===== config.mk =====
export PLATFORM = sky130hd
export DESIGN_NAME = output_write_mask_mode_control
export DESIGN_NICKNAME = d
export VERILOG_FILES = /design/src/logic/flow_ctrl_pkg.sv /design/src/logic/gated_reg.sv /design/src/logic/output_write_mask_mode_control.sv
export VERILOG_INCLUDE_DIRS = /design/src /design/src/logic
export SDC_FILE = /design/constraint.sdc
export NUM_CORES = 1
export LEC_CHECK = 0
export BUFFER_PORTS_ARGS = -buffer_cell sky130_fd_sc_hd__buf_4
export CAP_MARGIN = 20
export CORE_UTILIZATION = 30
export CTS_CLUSTER_DIAMETER = 200
export DETAILED_ROUTE_END_ITERATION = 10
export PLACE_DENSITY = 0.52
export SYNTH_ARGS = -nofsm -noshare
export SYNTH_HDL_FRONTEND = slang
export SYNTH_SLANG_ARGS = --single-unit

===== constraint.sdc =====
create_clock -name clk_i -period 9.5 [get_ports clk_i]
set_clock_uncertainty 0.15 [all_clocks]
set_input_delay 1.9 -clock clk_i [delete_from_list [all_inputs] [get_ports clk_i]]
set_output_delay 1.9 -clock clk_i [all_outputs]
set_load 0.02 [all_outputs]

===== src/logic/flow_ctrl_consts.svh =====
// Offsets, field positions, reset values and codes of the mode/mask front end
`ifndef FLOW_CTRL_CONSTS_SVH
`define FLOW_CTRL_CONSTS_SVH

// ----------------------------------------
// Register byte offsets
// ----------------------------------------
`define OFS_WRITE_MASK    8'h00
`define OFS_ACCUM_VOLUME  8'h04
`define OFS_FLOW_TARGET   8'h08
`define OFS_VALVE_DRIVE   8'h0C
`define OFS_CONTROL_MODE  8'h10
`define OFS_FAULT_CLEAR   8'h14
`define OFS_PRESS_TARGET  8'h18
`define OFS_SOFT_RESET    8'h1C
`define OFS_FAULT_FLAGS   8'h20
`define OFS_IRQ_STATUS    8'h24
`define OFS_IRQ_MASK      8'h28
`define OFS_SETPOINT      8'h2C
`define OFS_FAULT_MUTED   8'h30

// ----------------------------------------
// Write mask bit positions
// ----------------------------------------
`define MB_ACCUM          0
`define MB_FLOW           1
`define MB_VALVE          2
`define MB_MODE           3
`define MB_FAULT_CLEAR    7
`define MB_PRESS          10
`define MB_SOFT_RESET     12
`define MASK_W            13

// ----------------------------------------
// Output register slots
// ----------------------------------------
`define SL_ACCUM          0
`define SL_FLOW           1
`define SL_VALVE          2
`define SL_MODE           3
`define SL_FAULT_CLEAR    4
`define SL_PRESS          5
`define SL_SOFT_RESET     6
`define NSLOT             7

// ----------------------------------------
// Mode codes, interrupt bits, reset values
// ----------------------------------------
`define MODE_FLOW         32'h0000_0001
`define MODE_PRESSURE     32'h0000_0005
`define MODE_MANUAL       32'h0000_000A
`define IRQ_FAULT         0
`define IRQ_SETPOINT      1
`define IRQ_REFUSED       2
`define IRQ_W             3
`define RST_MASK          13'h0000
`define RST_SLOT          32'h0000_0000
`define RST_IRQ           3'h0

`endif


===== src/logic/flow_ctrl_pkg.sv =====
// Types shared by the mode/mask front end
package flow_ctrl_pkg;
  typedef enum logic [1:0] {KIND_IDLE, KIND_FLOW, KIND_PRESSURE, KIND_MANUAL} ctrl_kind_e;
  typedef logic [31:0] word_t;
endpackage


===== src/logic/gated_reg.sv =====
// Output register that takes a write only when enabled and only when the value changes
`timescale 1ns/1ns
`include "flow_ctrl_consts.svh"
module gated_reg
  import flow_ctrl_pkg::*;
#(
  parameter int W = 32
) (
  input  wire logic         clk_i,
  input  wire logic         resetn_i,
  input  wire logic         wr_i,
  input  wire logic         enable_i,
  input  wire logic [W-1:0] data_i,
  output logic      [W-1:0] value_o,
  output logic              taken_o,
  output logic              refused_o
);
  logic [W-1:0] next_value;
  logic         next_taken;

  if (W < 1 || W > 32) begin : g_chk
    $error("gated_reg width must be 1 to 32");
  end

  assign refused_o = wr_i && !enable_i;

  always_comb begin
    next_value = value_o;
    next_taken = 1'b0;
    // Same value means no action, so a zero command must be preceded by a nonzero one
    if (wr_i && enable_i && data_i != value_o) begin
      next_value = data_i;
      next_taken = 1'b1;
    end
  end

  always_ff @(posedge clk_i or negedge resetn_i) begin
    if (!resetn_i) begin
      value_o <= W'(`RST_SLOT);
      taken_o <= 1'b0;
    end else begin
      value_o <= next_value;
      taken_o <= next_taken;
    end
  end
endmodule


===== src/logic/output_write_mask_mode_control.sv =====
// APB front end: write mask, change-gated output registers, mode select, fault flags
//
// Design decisions made here: the address map and register access over APB.
`timescale 1ns/1ns
`include "flow_ctrl_consts.svh"
module output_write_mask_mode_control
  import flow_ctrl_pkg::*;
#(
  parameter int FAULT_W = 16
) (
  input  wire logic               clk_i,
  input  wire logic               resetn_i,
  input  wire logic               psel_i,
  input  wire logic               penable_i,
  input  wire logic               pwrite_i,
  input  wire logic [7:0]         paddr_i,
  input  wire logic [31:0]        pwdata_i,
  output logic      [31:0]        prdata_o,
  output logic                    pready_o,
  output logic                    pslverr_o,
  input  wire logic [FAULT_W-1:0] fault_i,
  output logic      [FAULT_W-1:0] fault_flags_o,
  output logic      [15:0]        control_mode_o,
  output logic      [31:0]        setpoint_o,
  output ctrl_kind_e              setpoint_kind_o,
  output logic                    setpoint_load_o,
  output logic      [31:0]        accum_value_o,
  output logic                    accum_load_o,
  output logic                    soft_reset_o,
  output logic                    irq_o
);
  if (FAULT_W < 1 || FAULT_W > 32) begin : g_chk
    $error("FAULT_W must be 1 to 32");
  end

  // ----------------------------------------
  // Decode helpers
  // ----------------------------------------
  function automatic logic [7:0] slot_ofs(input int k);
    unique case (k)
      `SL_ACCUM:       slot_ofs = `OFS_ACCUM_VOLUME;
      `SL_FLOW:        slot_ofs = `OFS_FLOW_TARGET;
      `SL_VALVE:       slot_ofs = `OFS_VALVE_DRIVE;
      `SL_MODE:        slot_ofs = `OFS_CONTROL_MODE;
      `SL_FAULT_CLEAR: slot_ofs = `OFS_FAULT_CLEAR;
      `SL_PRESS:       slot_ofs = `OFS_PRESS_TARGET;
      default:         slot_ofs = `OFS_SOFT_RESET;
    endcase
  endfunction

  function automatic int slot_bit(input int k);
    unique case (k)
      `SL_ACCUM:       slot_bit = `MB_ACCUM;
      `SL_FLOW:        slot_bit = `MB_FLOW;
      `SL_VALVE:       slot_bit = `MB_VALVE;
      `SL_MODE:        slot_bit = `MB_MODE;
      `SL_FAULT_CLEAR: slot_bit = `MB_FAULT_CLEAR;
      `SL_PRESS:       slot_bit = `MB_PRESS;
      default:         slot_bit = `MB_SOFT_RESET;
    endcase
  endfunction

  function automatic ctrl_kind_e kind_of(input word_t code);
    if (code == `MODE_FLOW) begin
      kind_of = KIND_FLOW;
    end else if (code == `MODE_PRESSURE) begin
      kind_of = KIND_PRESSURE;
    end else if (code == `MODE_MANUAL) begin
      kind_of = KIND_MANUAL;
    end else begin
      kind_of = KIND_IDLE;
    end
  endfunction

  // ----------------------------------------
  // State
  // ----------------------------------------
  logic [`MASK_W-1:0]  wmask;
  logic [`MASK_W-1:0]  next_wmask;
  logic [FAULT_W-1:0]  flags;
  logic [FAULT_W-1:0]  next_flags;
  logic [FAULT_W-1:0]  muted;
  logic [FAULT_W-1:0]  next_muted;
  logic [FAULT_W-1:0]  ack;
  logic [`IRQ_W-1:0]   irq_status;
  logic [`IRQ_W-1:0]   next_irq_status;
  logic [`IRQ_W-1:0]   irq_mask;
  logic [`IRQ_W-1:0]   next_irq_mask;
  logic [`IRQ_W-1:0]   ev;
  word_t               setpoint;
  word_t               next_setpoint;
  ctrl_kind_e          sp_kind;
  ctrl_kind_e          next_sp_kind;
  logic                sp_load;
  logic                next_sp_load;
  word_t               prdata;
  word_t               next_prdata;
  word_t               slot_val [`NSLOT];
  logic [`NSLOT-1:0]   slot_wr;
  logic [`NSLOT-1:0]   slot_en;
  logic [`NSLOT-1:0]   slot_taken;
  logic [`NSLOT-1:0]   slot_refused;
  logic                wr_go;
  logic                rd_setup;
  logic                mapped;
  ctrl_kind_e          mk;

  // ----------------------------------------
  // APB slave, zero wait states
  // ----------------------------------------
  assign wr_go    = psel_i && penable_i && pwrite_i;
  assign rd_setup = psel_i && !penable_i && !pwrite_i;
  assign mapped   = (paddr_i <= `OFS_FAULT_MUTED) && (paddr_i[1:0] == 2'b00);
  assign pready_o  = 1'b1;
  assign pslverr_o = psel_i && penable_i && !mapped;

  // ----------------------------------------
  // Gated output registers
  // ----------------------------------------
  for (genvar k = 0; k < `NSLOT; k++) begin : g_slot
    assign slot_wr[k] = wr_go && (paddr_i == slot_ofs(k));
    assign slot_en[k] = wmask[slot_bit(k)];

    gated_reg #(
      .W (32)
    ) u_reg (
      .clk_i     (clk_i),
      .resetn_i  (resetn_i),
      .wr_i      (slot_wr[k]),
      .enable_i  (slot_en[k]),
      .data_i    (pwdata_i),
      .value_o   (slot_val[k]),
      .taken_o   (slot_taken[k]),
      .refused_o (slot_refused[k])
    );

  end

  assign mk = kind_of(slot_val[`SL_MODE]);

  // ----------------------------------------
  // Next state
  // ----------------------------------------
  always_comb begin
    next_wmask      = wmask;
    next_irq_mask   = irq_mask;
    next_setpoint   = setpoint;
    next_sp_kind    = sp_kind;
    next_sp_load    = 1'b0;
    next_prdata     = prdata;
    ack             = '0;
    // Mask register has no gate of its own
    if (wr_go && paddr_i == `OFS_WRITE_MASK) begin
      next_wmask = pwdata_i[`MASK_W-1:0];
    end
    if (wr_go && paddr_i == `OFS_IRQ_MASK) begin
      next_irq_mask = pwdata_i[`IRQ_W-1:0];
    end

    // Only acknowledge bits that are actually raised, so a stray write mutes nothing
    if (slot_taken[`SL_FAULT_CLEAR]) begin
      ack = slot_val[`SL_FAULT_CLEAR][FAULT_W-1:0] & flags;
    end
    // Set wins over clear; muted faults never set again
    next_flags = (flags & ~ack) | (fault_i & ~muted);
    if (slot_taken[`SL_SOFT_RESET]) begin
      next_muted = '0;
    end else begin
      next_muted = muted | ack;
    end

    // Taken pulses never coincide: APB writes are at least two cycles apart
    if (slot_taken[`SL_MODE]) begin
      next_sp_kind = mk;
      unique case (mk)
        KIND_FLOW: begin
          if (wmask[`MB_FLOW]) begin
            next_setpoint = slot_val[`SL_FLOW];
            next_sp_load  = 1'b1;
          end
        end
        KIND_PRESSURE: begin
          if (wmask[`MB_PRESS]) begin
            next_setpoint = slot_val[`SL_PRESS];
            next_sp_load  = 1'b1;
          end
        end
        KIND_MANUAL: begin
          if (wmask[`MB_VALVE]) begin
            next_setpoint = slot_val[`SL_VALVE];
            next_sp_load  = 1'b1;
          end
        end
        KIND_IDLE: begin
          next_sp_load = 1'b0;
        end
      endcase
    end else if (slot_taken[`SL_FLOW] && mk == KIND_FLOW) begin
      next_setpoint = slot_val[`SL_FLOW];
      next_sp_load  = 1'b1;
    end else if (slot_taken[`SL_PRESS] && mk == KIND_PRESSURE) begin
      next_setpoint = slot_val[`SL_PRESS];
      next_sp_load  = 1'b1;
    end else if (slot_taken[`SL_VALVE] && mk == KIND_MANUAL) begin
      next_setpoint = slot_val[`SL_VALVE];
      next_sp_load  = 1'b1;
    end

    ev[`IRQ_FAULT]    = |(fault_i & ~muted & ~flags);
    ev[`IRQ_SETPOINT] = next_sp_load;
    ev[`IRQ_REFUSED]  = |slot_refused;
    next_irq_status = irq_status;
    if (wr_go && paddr_i == `OFS_IRQ_STATUS) begin
      next_irq_status = irq_status & ~pwdata_i[`IRQ_W-1:0];
    end
    next_irq_status = next_irq_status | ev;

    // Read data is latched in the setup phase so it comes from a flop in the access phase
    if (rd_setup) begin
      unique case (paddr_i)
        `OFS_WRITE_MASK:   next_prdata = 32'(wmask);
        `OFS_ACCUM_VOLUME: next_prdata = slot_val[`SL_ACCUM];
        `OFS_FLOW_TARGET:  next_prdata = slot_val[`SL_FLOW];
        `OFS_VALVE_DRIVE:  next_prdata = slot_val[`SL_VALVE];
        `OFS_CONTROL_MODE: next_prdata = slot_val[`SL_MODE];
        `OFS_FAULT_CLEAR:  next_prdata = slot_val[`SL_FAULT_CLEAR];
        `OFS_PRESS_TARGET: next_prdata = slot_val[`SL_PRESS];
        `OFS_SOFT_RESET:   next_prdata = slot_val[`SL_SOFT_RESET];
        `OFS_FAULT_FLAGS:  next_prdata = 32'(flags);
        `OFS_IRQ_STATUS:   next_prdata = 32'(irq_status);
        `OFS_IRQ_MASK:     next_prdata = 32'(irq_mask);
        `OFS_SETPOINT:     next_prdata = setpoint;
        `OFS_FAULT_MUTED:  next_prdata = 32'(muted);
        default:           next_prdata = 32'h0000_0000;
      endcase
    end
  end

  always_ff @(posedge clk_i or negedge resetn_i) begin
    if (!resetn_i) begin
      wmask      <= `RST_MASK;
      flags      <= '0;
      muted      <= '0;
      irq_status <= `RST_IRQ;
      irq_mask   <= `RST_IRQ;
      setpoint   <= `RST_SLOT;
      sp_kind    <= KIND_IDLE;
      sp_load    <= 1'b0;
      prdata     <= 32'h0000_0000;
    end else begin
      wmask      <= next_wmask;
      flags      <= next_flags;
      muted      <= next_muted;
      irq_status <= next_irq_status;
      irq_mask   <= next_irq_mask;
      setpoint   <= next_setpoint;
      sp_kind    <= next_sp_kind;
      sp_load    <= next_sp_load;
      prdata     <= next_prdata;
    end
  end

  // ----------------------------------------
  // Outputs
  // ----------------------------------------
  assign prdata_o        = prdata;
  assign fault_flags_o   = flags;
  assign control_mode_o  = slot_val[`SL_MODE][15:0];
  assign setpoint_o      = setpoint;
  assign setpoint_kind_o = sp_kind;
  assign setpoint_load_o = sp_load;
  assign accum_value_o   = slot_val[`SL_ACCUM];
  assign accum_load_o    = slot_taken[`SL_ACCUM];
  assign soft_reset_o    = slot_taken[`SL_SOFT_RESET];
  assign irq_o           = |(irq_status & irq_mask);
endmodule


==> metrics <==
status finished, final reports clean; Arr. time, crit path 3.90 ns; maximum clock frequency 0.168 GHz; Worst R2R End setpoint_o[15]$_DFFE_PN0P_; die height 266 µm; H-tree depth 2; crit start category input port; post-route antenna net violation count 0; Mapped Nets 1977; synthesized area 21000 µm²; RD Place Congestion 0.980; maxcap violations 0; delay of the slowest cell on the worst path 0.77 ns; Placed Instances 2874; vias per cell 5.88; Core Area 68900 µm²; # resized after CTS 0; diode count 0; hold path depth 2; share of layout cells above drive strength 1 29.5%; setup violators final 0; Slew Limit Fails 0; wire per inst 32.1 µm; pre-CTS setup slack 3.57 ns; vias in the first global route 17100; unrepaired setup endpoints after global routing no; WHS Endpoint prdata_o[15]$_DFFE_PN0P_; Synth Warn # 0; met3 WL post-DR 7420 µm; effective utilization at floorplan 30.4%; Unique masters post-synth 70; clk_lat worst skew 0.59 ns; DIE AREA 71000 µm²; largest net degree at the start of global routing 164; final core utilization 35.3%; top post-synthesis cells by area dfrtp_1 (42%), xor2_1 (9.3%), mux2_2 (8.1%); DRC viols 0; Worst Path Max Fanout 37; Max Buffers Root-to-Sink 3; Post-Route M1 WL 40000 µm; DIE WIDTH 266 µm; CTS Buf Count 42; Synth area leader dfrtp_1; hold wc startpoint prdata_o[15]$_DFFE_PN0P_; Least-Margin Pin Slew 1.12 ns; crit-path cells buf_4 -> buf_4 -> or4_1 -> a21oi_1 -> nor2_1 -> buf_4; worst reg2reg path startpoint g_slot[3].u_reg.value_o[16]$_DFFE_PN0P_; top layer in use met5; initial antenna violation count 2; Gate Count Post-Synth 1912; Layout area overhead 16.1%; hpwl dp 67100 µm; gr usage total 26.4%; Pwr Density 142 nW/µm²; routed wire length 94700 µm; Worst IR Drop VDD 0.103 mV; hold_buf cts 0; total number of vias 17400; Setup Buffers After CTS 0; slew margin rel. 23.1%; drt pass-1 iters 8; Iter 0 DRT Violations 1972; Pleak 11.7 nW; # nets final 2052; met2 wire len 42400 µm; Syn Area/Cell 11.0 µm²; Sink Count 349; CTS root buf clkbuf_16; crit end category output pin; Top FF cell, synth dfrtp_1; Worst Path Required 7.45 ns; Non-Filler Instances 2952; number of synthesized flops with an enable pin 0; io pins 197; flop-to-flop setup slack 4.04 ns; input/output buffers 195; TritonCTS clock tree done; Final min period 5.95 ns; area share of the largest cell type after synthesis 41.6%; wire length of the first global-routing pass 134000 µm; final hold vios 0; HP Class reg2reg; worst r2r path cells 12; total gr overflow 0; register area share after synthesis 41.6%; Crit-path slowest cell or4_1; fin crit share 62.7%; synthesized flop and latch total 349; final worst slack 3.55 ns; FP Rows 96; Post-Route Setup TNS 0 ns; Worst-path clk slew 0.06 ns; most frequent CP cell buf_4; FFs w/ async S/R, synth 100%; Setup CP Type in2out
==> sequential cells by signal (all words and copies together), names as in the netlist <==
signal                count
irq_status                3
irq_mask                  3
muted                    16
g_slot.u_reg.value_o    224
setpoint_load_o           1
setpoint_kind_o           2
g_slot.u_reg.taken_o      7
fault_flags_o            16
wmask                    13
prdata_o                 32
setpoint_o               32
==> layer usage <==
metal  GRT usage (%)  vias to the layer above
li1                -                     7157
met1            35.7                     9000
met2            40.6                      985
met3            4.48                      221
met4            12.6                        4
met5               0                        -
==> worst max-delay path, delay by kind of cell <==
kind / cells / cell delay, ns
buffers and inverters: 3 / 0.82
AOI/OAI and AO/OA: 1 / 0.31
and+or+nand+nor: 2 / 0.85
==> logic make-up (layout without fill, tap and decap cells) <==
family          count (synthesis)  after routing  share of synthesized area, %
other cells                     1              1                        0.0179
mux                           332            332                          19.4
flops                         349            349                          41.6
buf+inv                       221            330                          5.61
xor+xnor                      224            224                          9.35
fa+ha+maj                       4              4                         0.239
compound gates                335            335                          13.0
simple gates                  446            446                          10.8
==> cells in the mapped netlist, drive strengths merged (31+ instances only) <==
cell type and instances:
a22o 51, a22oi 51, a311o 32, buf 134, clkbuf 69, dfrtp 349
mux2 259, mux2i 71, nand2 160, nand3 47, nor2 78, nor4 71
o21ai 31, o221ai 35, xor2 224
==> layout by cell type, fill, tap and decap left out, types with 8 or more instances in the layout <==
cell / instances
nand3b_1: 8
a31oi_1: 19
dfrtp_1: 348
mux2_2: 151
inv_1: 18
buf_4: 232
mux2_4: 108
a211oi_1: 10
nor2_1: 72
o221ai_1: 35
xor2_1: 224
nand2_1: 159
a22o_1: 51
a311o_1: 32
a222oi_1: 8
mux2i_1: 71
clkbuf_8: 15
o211ai_1: 8
nand2b_1: 11
a21oi_1: 18
o21ai_0: 29
a22oi_1: 51
clkbuf_16: 45
o22ai_1: 19
a2bb2oi_1: 14
nor3_1: 19
nand3_1: 47
nand4_1: 16
clkinv_2: 9
nor4_1: 69
==> through the flow <==
step / area (µm²) / hold WS, ns / power (mW)
6_report: 24400 / 0.333 / 3.45
5_1_grt: 24400 / 0.356 / 3.54
4_1_cts: 24400 / 0.340 / 3.47
3_5_place_dp: 22900 / 0.326 / 1.75
3_3_place_gp: 22900 / 0.324 / 1.75
2_1_floorplan: 21000 / 0.315 / 1.63
==> worst max path at each step <==
stage	from	to	slack (ns)	cells after the start
global placement	paddr_i[3]	pslverr_o	3.60	6
CTS	paddr_i[3]	pslverr_o	3.57	6
finish	paddr_i[3]	pslverr_o	3.55	6
floorplan	paddr_i[0]	pslverr_o	4.51	5
detailed placement	paddr_i[3]	pslverr_o	3.57	6
global route	paddr_i[3]	pslverr_o	3.50	6
==> where the power goes <==
part	internal [mW]	switching, mW	leakage (nW)
clock network	1.03	0.692	0.733
logic	0.0582	0.177	6.17
registers	1.49	0.00226	4.79
total	2.58	0.870	11.7
==> final cells by class <==
class | instances | area, µm²
fill | 6920 | 44600
multi-input combinational | 1342 | 11200
sequential | 349 | 8730
timing repair buffer | 234 | 1780
clock buffer | 66 | 1360
tap | 931 | 1160
clock inverter | 12 | 113
inverter | 18 | 67.6
(Power assumes the default switching activity.)
